**src/pkg/zvsdt_pkg.sv**
```systemverilog
// Constants, bus carriers and state encoding for the ZVS tuning block
package zvsdt_pkg;

	// Bus geometry
	localparam int unsigned ADR_W = 8;
	localparam int unsigned DAT_W = 32;

	// Register byte offsets
	localparam logic [ADR_W-1:0] OFS_CTRL = 8'h00;
	localparam logic [ADR_W-1:0] OFS_LS_ON = 8'h04;
	localparam logic [ADR_W-1:0] OFS_TZ_MIN = 8'h08;
	localparam logic [ADR_W-1:0] OFS_STEP = 8'h0C;
	localparam logic [ADR_W-1:0] OFS_STATUS = 8'h10;
	localparam logic [ADR_W-1:0] OFS_SENSE = 8'h14;
	localparam logic [ADR_W-1:0] OFS_TIMING = 8'h18;

	// Field positions
	localparam int unsigned CTRL_EN_BIT = 0;
	localparam int unsigned CTRL_RELOCK_BIT = 1;
	localparam int unsigned STAT_REJECT_BIT = 2;

	// Field widths
	localparam int unsigned CNT_W = 16;
	localparam int unsigned TDM_W = 12;
	localparam int unsigned TZ_W = 10;
	localparam int unsigned TZMIN_W = 8;
	localparam int unsigned LINE_W = 10;
	localparam int unsigned SETTLE_W = 4;

	// Values after reset, with the on-time limits and least step
	localparam logic [CNT_W-1:0] LS_ON_RST = 16'h0064;
	localparam logic [TZMIN_W-1:0] TZ_MIN_RST = 8'h04;
	localparam logic [TDM_W-1:0] STEP_RST = 12'h010;
	localparam logic [TDM_W-1:0] TDM_MIN = 12'h001;
	localparam logic [TDM_W-1:0] TDM_MAX = 12'hFFF;
	localparam logic [TDM_W-1:0] TDM_LSB = 12'h001;

	// Line feed-forward of the transition delay
	localparam logic [LINE_W-1:0] LINE_KNEE = 10'h29A;
	localparam logic [7:0] EXT_PCT = 8'h8C;
	localparam logic [7:0] PCT_FULL = 8'h64;
	localparam logic [25:0] KNEE_X100 = 26'(LINE_KNEE) * 26'(PCT_FULL);

	// Tuning cycles allowed before lock
	localparam logic [SETTLE_W-1:0] SETTLE_LIMIT = 4'hF;

	// Wishbone request and answer
	typedef struct packed {
		logic cyc;
		logic stb;
		logic we;
		logic [ADR_W-1:0] adr;
		logic [3:0] sel;
		logic [DAT_W-1:0] dat;
	} zvsdt_wb_req_t;

	typedef struct packed {
		logic ack;
		logic [DAT_W-1:0] dat;
	} zvsdt_wb_rsp_t;

	// Switching cycle phases
	typedef enum logic [2:0] {
		ST_STOP,
		ST_LS_ON,
		ST_LH_DEAD,
		ST_HS_ON,
		ST_TZ,
		ST_WAIT_ZCD
	} zvsdt_state_t;

endpackage : zvsdt_pkg

```
**src/hdl/zvsdt_sync.sv**
```systemverilog
// Two-stage synchroniser for pin inputs of the ZVS tuning block
`timescale 1ns/1ns
`default_nettype none

module zvsdt_sync #(
	parameter int unsigned W = 1
) (
	input wire logic core_clk,
	input wire logic rst_sync_n,
	input wire logic clk_en,
	input wire logic [W-1:0] async_in,
	output logic [W-1:0] sync_out
);

	logic [W-1:0] meta_q;

	// Refuse a zero-width instance
	if (W < 1) begin : g_bad_width
		$error("zvsdt_sync width must be at least one");
	end

	// First stage feeds only the second stage
	always_ff @(posedge core_clk or negedge rst_sync_n) begin
		if (!rst_sync_n) begin
			meta_q <= '0;
			sync_out <= '0;
		end else if (clk_en) begin
			meta_q <= async_in;
			sync_out <= meta_q;
		end
	end

endmodule : zvsdt_sync
`default_nettype wire

```
**src/hdl/zvsdt_core.sv**
```systemverilog
// ZVS auto-tuning and dead-time control of an active-clamp flyback stage
// Operation
// - Zvs missed at the end of the transition delay raises the on-time.
// - Once locked, the on-time moves by its smallest step each cycle.
// - Starting short in valley switching, tuning settles within 15 cycles.
// - One gap is timed, high fall to low rise; low fall to high rise ends on the flag fall.
// - Line current is taken only while the low-side switch conducts.
// - Delay is minimal above 666 uA, rising linearly below to +140%.
// - A low zero-current flag at delay end blocks the low-side turn-on.
// - After a block, the next rising flag edge starts the low-side turn-on.
// - The low-to-high dead time follows the node slope for any switch type.
// - A falling zero-current flag raises the high-side gate at once; here the gate rises three clock edges later, after the two-flop synchroniser.
// - The multi-sense input gives output voltage only; line and zero-current data have their own pins.
//
// The implementer's own choices: the address map and the Wishbone register port.
`timescale 1ns/1ns
`default_nettype none

module zvsdt_core (
	input wire logic core_clk,
	input wire logic rst_n,
	input wire logic clk_en,
	input wire zvsdt_pkg::zvsdt_wb_req_t wb_req,
	output zvsdt_pkg::zvsdt_wb_rsp_t wb_rsp,
	input wire logic switch_node_sense_input,
	input wire logic zero_current_flag,
	input wire logic [zvsdt_pkg::LINE_W-1:0] line_sense_current,
	input wire logic [zvsdt_pkg::LINE_W-1:0] multi_sense_vout,
	output logic high_side_gate_drive,
	output logic low_side_gate_drive,
	output logic tune_increase_request,
	output logic zvs_locked
);
	import zvsdt_pkg::*;

	localparam int unsigned SYNC_W = 2 + 2 * LINE_W;

	logic [1:0] rst_pipe_q;
	logic [SYNC_W-1:0] pins_s;
	logic [LINE_W-1:0] line_s, vout_s, line_q, vout_q;
	logic rst_sync_n, sws_below_s, zcd_s, zcd_prev_q, zcd_rise, zcd_fall;
	zvsdt_state_t st_q, st_d;
	logic [CNT_W-1:0] cnt_q, target, ls_on_q;
	logic timer_done, en_q, relock, tune_evt, tune_up, reject_evt;
	logic [TZMIN_W-1:0] tz_min_q;
	logic [TDM_W-1:0] step_q, tdm_q, step_use;
	logic [TZ_W-1:0] tz_q, tz_calc;
	logic [25:0] ext_num;
	logic dir_q, have_dir_q, locked_q, late_q, reject_q;
	logic [SETTLE_W-1:0] settle_q;
	logic hs_q, ls_q, inc_q, ack_q, bus_req, bus_wr;
	logic [DAT_W-1:0] rdat_q, wmask;

	// Reset release through two flops; async assert, clocked release
	always_ff @(posedge core_clk or negedge rst_n) begin
		if (!rst_n) begin
			rst_pipe_q <= 2'h0;
		end else begin
			rst_pipe_q <= {rst_pipe_q[0], 1'b1};
		end
	end
	assign rst_sync_n = rst_pipe_q[1];

	// Pins come from the analog front end, so all pass two flops.
	// The line and vout codes move slowly compared to the clock; a
	// torn word is possible but lasts one sample only.
	zvsdt_sync #(
		.W(SYNC_W)
	) u_sync (
		.core_clk(core_clk),
		.rst_sync_n(rst_sync_n),
		.clk_en(clk_en),
		.async_in({switch_node_sense_input, zero_current_flag,
			line_sense_current, multi_sense_vout}),
		.sync_out(pins_s)
	);
	assign sws_below_s = pins_s[SYNC_W-1];
	assign zcd_s = pins_s[SYNC_W-2];
	assign line_s = pins_s[2*LINE_W-1:LINE_W];
	assign vout_s = pins_s[LINE_W-1:0];

	// Zero-current flag edges, seen on the synchronised copy
	always_ff @(posedge core_clk or negedge rst_sync_n) begin
		if (!rst_sync_n) begin
			zcd_prev_q <= 1'b0;
		end else if (clk_en) begin
			zcd_prev_q <= zcd_s;
		end
	end
	assign zcd_rise = zcd_s && !zcd_prev_q;
	assign zcd_fall = !zcd_s && zcd_prev_q;

	// Bus strobes; a write lands on the edge that sees ack high, so the
	// master's view and the register update share one edge
	assign bus_req = wb_req.cyc && wb_req.stb && !ack_q;
	assign bus_wr = wb_req.cyc && wb_req.stb && wb_req.we && ack_q;
	assign relock = bus_wr && (wb_req.adr == OFS_CTRL) &&
		wb_req.sel[0] && wb_req.dat[CTRL_RELOCK_BIT];
	always_comb begin
		for (int b = 0; b < 4; b++) begin
			wmask[8*b +: 8] = {8{wb_req.sel[b]}};
		end
	end

	// Software controls; written at the edge that samples ack high
	always_ff @(posedge core_clk or negedge rst_sync_n) begin
		if (!rst_sync_n) begin
			en_q <= 1'b0;
			ls_on_q <= LS_ON_RST;
			tz_min_q <= TZ_MIN_RST;
			step_q <= STEP_RST;
		end else if (clk_en && bus_wr) begin
			unique case (wb_req.adr)
				OFS_CTRL: begin
					if (wb_req.sel[0]) begin
						en_q <= wb_req.dat[CTRL_EN_BIT];
					end
				end
				OFS_LS_ON: begin
					ls_on_q <= (ls_on_q & ~wmask[CNT_W-1:0]) |
						(wb_req.dat[CNT_W-1:0] & wmask[CNT_W-1:0]);
				end
				OFS_TZ_MIN: begin
					if (wb_req.sel[0]) begin
						tz_min_q <= wb_req.dat[TZMIN_W-1:0];
					end
				end
				OFS_STEP: begin
					step_q <= (step_q & ~wmask[TDM_W-1:0]) |
						(wb_req.dat[TDM_W-1:0] & wmask[TDM_W-1:0]);
				end
				default: begin
				end
			endcase
		end
	end

	// Read data and a one-cycle ack; unmapped reads return zero
	always_ff @(posedge core_clk or negedge rst_sync_n) begin
		if (!rst_sync_n) begin
			ack_q <= 1'b0;
			rdat_q <= '0;
		end else if (clk_en) begin
			ack_q <= bus_req;
			if (bus_req && !wb_req.we) begin
				unique case (wb_req.adr)
					OFS_CTRL: rdat_q <= DAT_W'(en_q);
					OFS_LS_ON: rdat_q <= DAT_W'(ls_on_q);
					OFS_TZ_MIN: rdat_q <= DAT_W'(tz_min_q);
					OFS_STEP: rdat_q <= DAT_W'(step_q);
					OFS_STATUS: rdat_q <= {4'h0, tdm_q, 13'h0000,
						reject_q, late_q, locked_q};
					OFS_SENSE: rdat_q <= {6'h00, vout_q, 6'h00, line_q};
					OFS_TIMING: rdat_q <= DAT_W'(tz_q);
					default: rdat_q <= '0;
				endcase
			end
		end
	end
	assign wb_rsp.ack = ack_q;
	assign wb_rsp.dat = rdat_q;

	// Line current is only meaningful while the low side conducts
	always_ff @(posedge core_clk or negedge rst_sync_n) begin
		if (!rst_sync_n) begin
			line_q <= '0;
		end else if (clk_en && st_q == ST_LS_ON) begin
			line_q <= line_s;
		end
	end

	// Output voltage reflects on the aux winding during demagnetisation
	always_ff @(posedge core_clk or negedge rst_sync_n) begin
		if (!rst_sync_n) begin
			vout_q <= '0;
		end else if (clk_en && st_q == ST_LH_DEAD) begin
			vout_q <= vout_s;
		end
	end

	// Transition delay: minimum at high line, linear stretch below knee
	always_comb begin
		ext_num = '0;
		tz_calc = TZ_W'(tz_min_q);
		if (line_q < LINE_KNEE) begin
			ext_num = 26'(tz_min_q) * 26'(LINE_KNEE - line_q) *
				26'(EXT_PCT);
			tz_calc = TZ_W'(tz_min_q) + TZ_W'(ext_num / KNEE_X100);
		end
	end

	// Registered delay breaks the divider path from the timer compare
	always_ff @(posedge core_clk or negedge rst_sync_n) begin
		if (!rst_sync_n) begin
			tz_q <= TZ_W'(TZ_MIN_RST);
		end else if (clk_en) begin
			tz_q <= tz_calc;
		end
	end

	// One timer serves every timed phase of the cycle
	always_comb begin
		unique case (st_q)
			ST_LS_ON: target = ls_on_q;
			ST_HS_ON: target = CNT_W'(tdm_q);
			ST_TZ: target = CNT_W'(tz_q);
			default: target = '0;
		endcase
	end
	assign timer_done = ({1'b0, cnt_q} + 17'h0_0001) >= {1'b0, target};

	always_ff @(posedge core_clk or negedge rst_sync_n) begin
		if (!rst_sync_n) begin
			cnt_q <= '0;
		end else if (clk_en) begin
			if (st_d != st_q) begin
				cnt_q <= '0;
			end else if (cnt_q != '1) begin
				cnt_q <= cnt_q + 16'h0001;
			end
		end
	end

	// Cycle sequencer
	always_comb begin
		st_d = st_q;
		unique case (st_q)
			ST_STOP: begin
				if (en_q) begin
					st_d = ST_LS_ON;
				end
			end
			ST_LS_ON: begin
				if (timer_done) begin
					st_d = ST_LH_DEAD;
				end
			end
			ST_LH_DEAD: begin
				// Slope-adaptive, no switch-type branch at all
				if (zcd_fall) begin
					st_d = ST_HS_ON;
				end
			end
			ST_HS_ON: begin
				if (timer_done) begin
					st_d = ST_TZ;
				end
			end
			ST_TZ: begin
				// A short dip lets the flag fall back before tz ends
				if (timer_done) begin
					st_d = zcd_s ? ST_LS_ON : ST_WAIT_ZCD;
				end
			end
			ST_WAIT_ZCD: begin
				if (zcd_rise) begin
					st_d = ST_LS_ON;
				end
			end
		endcase
		if (!en_q) begin
			st_d = ST_STOP;
		end
	end

	// State and gate drives both follow the next state, so a gate
	// changes on the same edge as the phase and never overlaps
	always_ff @(posedge core_clk or negedge rst_sync_n) begin
		if (!rst_sync_n) begin
			st_q <= ST_STOP;
			hs_q <= 1'b0;
			ls_q <= 1'b0;
		end else if (clk_en) begin
			st_q <= st_d;
			hs_q <= (st_d == ST_HS_ON);
			ls_q <= (st_d == ST_LS_ON);
		end
	end
	assign high_side_gate_drive = hs_q;
	assign low_side_gate_drive = ls_q;

	// Discriminator verdict at the end of the transition delay
	assign tune_evt = clk_en && st_q == ST_TZ && timer_done && en_q;
	assign tune_up = !sws_below_s;
	assign reject_evt = tune_evt && !zcd_s;
	assign step_use = locked_q ? TDM_LSB : step_q;

	// On-time: restarts short, saturates at both ends
	always_ff @(posedge core_clk or negedge rst_sync_n) begin
		if (!rst_sync_n) begin
			tdm_q <= TDM_MIN;
			inc_q <= 1'b0;
		end else if (clk_en) begin
			if (st_q == ST_STOP) begin
				tdm_q <= TDM_MIN;
			end else if (tune_evt && tune_up) begin
				inc_q <= 1'b1;
				if (tdm_q > TDM_MAX - step_use) begin
					tdm_q <= TDM_MAX;
				end else begin
					tdm_q <= tdm_q + step_use;
				end
			end else if (tune_evt) begin
				inc_q <= 1'b0;
				if ({1'b0, tdm_q} < {1'b0, TDM_MIN} + {1'b0, step_use}) begin
					tdm_q <= TDM_MIN;
				end else begin
					tdm_q <= tdm_q - step_use;
				end
			end
		end
	end
	assign tune_increase_request = inc_q;

	// Lock on the first reversal of the tuning direction
	always_ff @(posedge core_clk or negedge rst_sync_n) begin
		if (!rst_sync_n) begin
			dir_q <= 1'b0;
			have_dir_q <= 1'b0;
			locked_q <= 1'b0;
		end else if (clk_en) begin
			if (relock || st_q == ST_STOP) begin
				have_dir_q <= 1'b0;
				locked_q <= 1'b0;
			end else if (tune_evt) begin
				dir_q <= tune_up;
				have_dir_q <= 1'b1;
				if (have_dir_q && dir_q != tune_up) begin
					locked_q <= 1'b1;
				end
			end
		end
	end
	assign zvs_locked = locked_q;

	// Settling watchdog; the late flag survives a same-cycle clear
	always_ff @(posedge core_clk or negedge rst_sync_n) begin
		if (!rst_sync_n) begin
			settle_q <= '0;
			late_q <= 1'b0;
		end else if (clk_en) begin
			if (relock || st_q == ST_STOP) begin
				settle_q <= '0;
			end else if (tune_evt && !locked_q && settle_q != SETTLE_LIMIT) begin
				settle_q <= settle_q + 4'h1;
			end
			// Set on the limit-reaching event only, so relock can clear it
			if (tune_evt && !locked_q && settle_q == SETTLE_LIMIT - 4'h1) begin
				late_q <= 1'b1;
			end else if (relock) begin
				late_q <= 1'b0;
			end
		end
	end

	// Sticky record of a blocked low-side turn-on, write one to clear
	always_ff @(posedge core_clk or negedge rst_sync_n) begin
		if (!rst_sync_n) begin
			reject_q <= 1'b0;
		end else if (clk_en) begin
			if (reject_evt) begin
				reject_q <= 1'b1;
			end else if (bus_wr && wb_req.adr == OFS_STATUS &&
				wb_req.sel[0] && wb_req.dat[STAT_REJECT_BIT]) begin
				reject_q <= 1'b0;
			end
		end
	end
endmodule : zvsdt_core
`default_nettype wire

```
**config.mk**
```make
export PLATFORM = sky130hd
export DESIGN_NAME = zvsdt_core
export DESIGN_NICKNAME = d
export VERILOG_FILES = /design/src/pkg/zvsdt_pkg.sv /design/src/hdl/zvsdt_sync.sv /design/src/hdl/zvsdt_core.sv
export SDC_FILE = /design/constraint.sdc
export NUM_CORES = 1
export LEC_CHECK = 0
export ABC_AREA = 1
export ABC_CLOCK_PERIOD_IN_PS = 7000
export CAP_MARGIN = 15
export CORE_UTILIZATION = 55
export DETAILED_ROUTE_END_ITERATION = 8
export DONT_BUFFER_PORTS = 1
export PLACE_DENSITY = 0.7
export SLEW_MARGIN = 20
export SYNTH_ARGS = -nofsm -noshare
export SYNTH_HDL_FRONTEND = slang
export SYNTH_HIERARCHICAL = 1
export SYNTH_SLANG_ARGS = --single-unit
```
**constraint.sdc**
```tcl
create_clock -name core_clk -period 7 [get_ports core_clk]
set_input_delay 0 -clock core_clk [delete_from_list [all_inputs] [get_ports core_clk]]
set_output_delay 0 -clock core_clk [all_outputs]
set_load 0.05 [all_outputs]
```
==> results_tabular.tex <==
\begin{tabular}{lr}
\hline
Metric & Value \\
\hline
\multicolumn{2}{l}{\textbf{Placement}} \\
HPWL after DPL & just over 50000 µm \\
Routability congestion estimate from global placement & about 0.96 \\
I/O Buffers & 0 \\
Inst Count DP & between 4000 and 5000 \\
\multicolumn{2}{l}{\textbf{Yosys}} \\
Xor and xnor fraction of the mapped netlist area & 0.0437 \\
Warning count from the yosys run & 6 \\
Count of different cell masters after synthesis & between 60 and 70 \\
Fraction of the mapped netlist area in simple logic gates & 0.343 \\
Post-Synth Adder-Cell Area & 0.176 \\
Syn Area/Cell & between 6 and 7 µm² \\
Share of synthesized flip-flops with an asynchronous set or reset & 1.00 \\
Share of the synthesized area in the top cell type & 0.203 \\
Post-synthesis mux area share & 0.00613 \\
Cell area after synthesis & $\sim$22000 µm² \\
Commonest cells post-synth & sky130\_fd\_sc\_hd\_\_nand2\_1, sky130\_fd\_sc\_hd\_\_inv\_1, sky130\_fd\_sc\_hd\_\_nand3\_1 \\
Mapped Cells & about 3300 \\
Area leader, netlist & sky130\_fd\_sc\_hd\_\_dfrtp\_1 \\
Sequential area share after synthesis & 0.211 \\
Top\_reg\_cell synth & sky130\_fd\_sc\_hd\_\_dfrtp\_1 \\
Fraction of the mapped netlist area in compound gates & 0.0983 \\
Top area cells in the synthesized netlist & sky130\_fd\_sc\_hd\_\_dfrtp\_1, sky130\_fd\_sc\_hd\_\_nand2\_1, sky130\_fd\_sc\_hd\_\_ha\_1 \\
Combinational family with the most area after synthesis & simple AND/OR/NAND/NOR gates \\
Post-synth EDFFs & 0 \\
Most used standard cell by instance count after synthesis & sky130\_fd\_sc\_hd\_\_nand2\_1 \\
Total of flip-flops plus latches after synthesis & about 190 \\
\multicolumn{2}{l}{\textbf{Drt}} \\
Number of design rule violations left after detail routing & 0 \\
Drt first pass iters & 6 \\
WL met3 & approximately 4400 µm \\
Detail Route met2 WL & approximately 37000 µm \\
Wire length per cell after detailed routing & $\sim$16 µm \\
Starting DRT DRC Count & about 1700 \\
Count of antenna-violating nets left after detailed routing & 0 \\
Routed wire length & $\sim$73000 µm \\
Via density per instance & between 5 and 6 \\
Highest routed layer & met4 \\
DR vias & approximately 25000 \\
Wire length the detailed router placed on met1 & between 20000 and 30000 µm \\
\multicolumn{2}{l}{\textbf{Worst setup path}} \\
Setup Crit Path Kind & reg2reg \\
Crit start category & flip-flop \\
Cell with the most instances on the worst path & sky130\_fd\_sc\_hd\_\_nand2\_1 \\
Maximum net fanout on the critical path & 8 \\
Slowest stage cell, crit path & sky130\_fd\_sc\_hd\_\_fa\_1 \\
Data arrival time of the worst path & 17140 ps \\
Endpoint required time on the critical path & between 7000 and 8000 ps \\
Endpoint type of the worst setup path & flip-flop \\
Critical Path Max Stage Delay & approximately 600 ps \\
\multicolumn{2}{l}{\textbf{Cells and area}} \\
\# nets final & approximately 4300 \\
Final Non-Filler Cells & 4506 \\
Relative area change from synthesis to final layout & 39.1\% \\
Share of post-route cells with drive strength above 1 & 0.299 \\
\multicolumn{2}{l}{\textbf{STA}} \\
Clock Skews & 12.8 ps \\
Post-route minimum period & 16810 ps \\
Actual slew at the worst max-slew pin & about 1100 ps \\
Period utilization & 2.40 \\
Unrepaired setup endpoints after global routing & true \\
Final WS setup & -9810 ps \\
Maximum clock frequency & just under 60 MHz \\
Headroom to the max-slew limit & 0.253 \\
Final hold violation count & 0 \\
Number of pins with negative max-slew slack in the final report & 0 \\
Final setup viols & 10 \\
\multicolumn{2}{l}{\textbf{Global route}} \\
Final global-route overflow total & 0 \\
Pin count of the biggest net entering global routing & 185 \\
First-pass GRT wire length & 113000 µm \\
Aggregate global-route resource usage & 0.332 \\
Initial antenna violation count & 1 \\
Number of global-route vias before repair & between 20000 and 25000 \\
\multicolumn{2}{l}{\textbf{Outcome}} \\
Outcome & finished with violations \\
Violated checks & setup timing \\
\multicolumn{2}{l}{\textbf{Clock network}} \\
TritonCTS buffer count & 17 \\
Clock root buffer master & sky130\_fd\_sc\_hd\_\_clkbuf\_16 \\
Clk buf depth & 2 \\
CTS H-tree lvls & 4 \\
CTS tree & done \\
Clock slew at reported path FFs & around 80 ps \\
Insertion delay to the later sink of the worst-skew pair & 450 ps \\
Clock net sink count & roughly 190 \\
\multicolumn{2}{l}{\textbf{Die}} \\
Initial core utilization & 0.564 \\
Ports & 109 \\
Placeable core region & around 40000 µm² \\
Std cell rows & 72 \\
Total Die Area & between 40000 and 50000 µm² \\
Die Span X & 202 µm \\
Vertical die dimension & between 200 and 250 µm \\
\multicolumn{2}{l}{\textbf{Run}} \\
Max-cap violations & 0 \\
\multicolumn{2}{l}{\textbf{Power and ir drop}} \\
Power Dens Cells & between 300 and 400 nW/µm² \\
Overall power of the completed layout & between 0.009 and 0.01 W \\
Worst IR drop on VDD & $\sim$420 µV \\
Leakage dissipation & about 17 nW \\
\multicolumn{2}{l}{\textbf{Min path}} \\
Type of the worst min-delay path & in2reg \\
\hline
\end{tabular}
==> path summary, 6_finish.rpt <==
check | startpoint | depth (start not counted) | end | slack (ps)
worst max-delay path | line_q[1]$_DFFE_PN0P_ | 121 | tz_q[8]$_DFFE_PN0P_ | -9810
worst min-delay path | wb_req[38] | 4 | rdat_q[10]$_DFFE_PN0P_ | 5
worst max register to register | line_q[1]$_DFFE_PN0P_ | 121 | tz_q[8]$_DFFE_PN0P_ | -9810
worst min register to register | rst_pipe_q[0]$_DFF_PN0_ | 0 | rst_pipe_q[1]$_DFF_PN0_ | 370
max in group asynchronous | rst_pipe_q[1]$_DFF_PN0_ | 1 | tdm_q[11]$_DFFE_PN0P_ | 5690
min in group asynchronous | rst_n | 2 | rst_pipe_q[0]$_DFF_PN0_ | 330
==> power breakdown <==
part	internal (W)	switching (W)	total (W)
Combinational	0.00311	0.00416	0.00728
Sequential	0.00122	0.000149	0.00137
Clock	0.000516	0.000476	0.000992
==> kinds of logic after synthesis <==
group / count (synthesis)
XOR/XNOR: 108
flip-flops: 186
other: 2
AND/OR/NAND/NOR: 1728
multiplexers: 12
AO/OA/AOI/OAI: 381
adder cells (fa/ha/maj): 257
buffers and inverters: 650
==> critical path: cells and delay by family (launching register included) <==
family / cells / cell delay (ps)
adder cells (fa/ha/maj): 12 / 4640
flip-flops: 1 / 430
buffers and inverters: 19 / 2110
AO/OA/AOI/OAI: 8 / 1110
XOR/XNOR: 1 / 160
AND/OR/NAND/NOR: 81 / 8200
==> placed cells by master, fill, tap and decap left out, drive strengths merged, types with 7 or more instances in the layout <==
| master | instances |
|---|---|
| nor3 | 31 |
| xor2 | 92 |
| nand2 | 1082 |
| ha | 167 |
| o211ai | 12 |
| clkinv | 7 |
| dfrtp | 179 |
| nand3b | 16 |
| nand3 | 267 |
| o22ai | 33 |
| o21bai | 9 |
| mux2 | 12 |
| clkbuf | 22 |
| a21oi | 140 |
| dfstp | 7 |
| fa | 90 |
| buf | 606 |
| xnor2 | 16 |
| nor2 | 273 |
| inv | 582 |
| dlygate4sd3 | 81 |
| o21ai | 151 |
| nand4 | 54 |
==> area by class of cell <==
class                   count  area (µm²)
clock inverters            14         151
fillers                  2732        8420
well taps                 518         648
repair buffers            691        5770
flip-flops and latches    186        4670
diodes                      1        2.50
inverters                 578        2190
clock buffers              18         439
multi-input cells        2500       16800
==> through the flow <==
stage / setup slack (ps) / TNS (ps) / area (µm²) / hold slack (ps) / util
6_report: -9810 / -94050 / 30700 / 4.86 / 0.785
5_1_grt: -10870 / -103770 / 30700 / 44.1 / 0.785
4_1_cts: -9450 / -90170 / 28700 / 15.6 / 0.734
3_5_place_dp: -9950 / -95120 / 26700 / -296 / 0.683
3_3_place_gp: -9300 / -89420 / 26700 / -296 / 0.683
2_1_floorplan: -8580 / -81240 / 22500 / -296 / -
==> repair_timing <==
action	in CTS	in global routing
hold buffers	82	0
buffers inserted	18	53
endpoints found under the hold margin	108	0
resized for setup	86	374
gates cloned	6	11
pin swaps	32	175
endpoints found under the setup margin	10	10
==> routing by layer <==
layer	GRT usage	vias up
li1	-	11800
met1	0.401	11800
met2	0.599	938
met3	0.0393	236
met4	0.131	0
met5	0	-
Power figures use the tool's default switching activity.
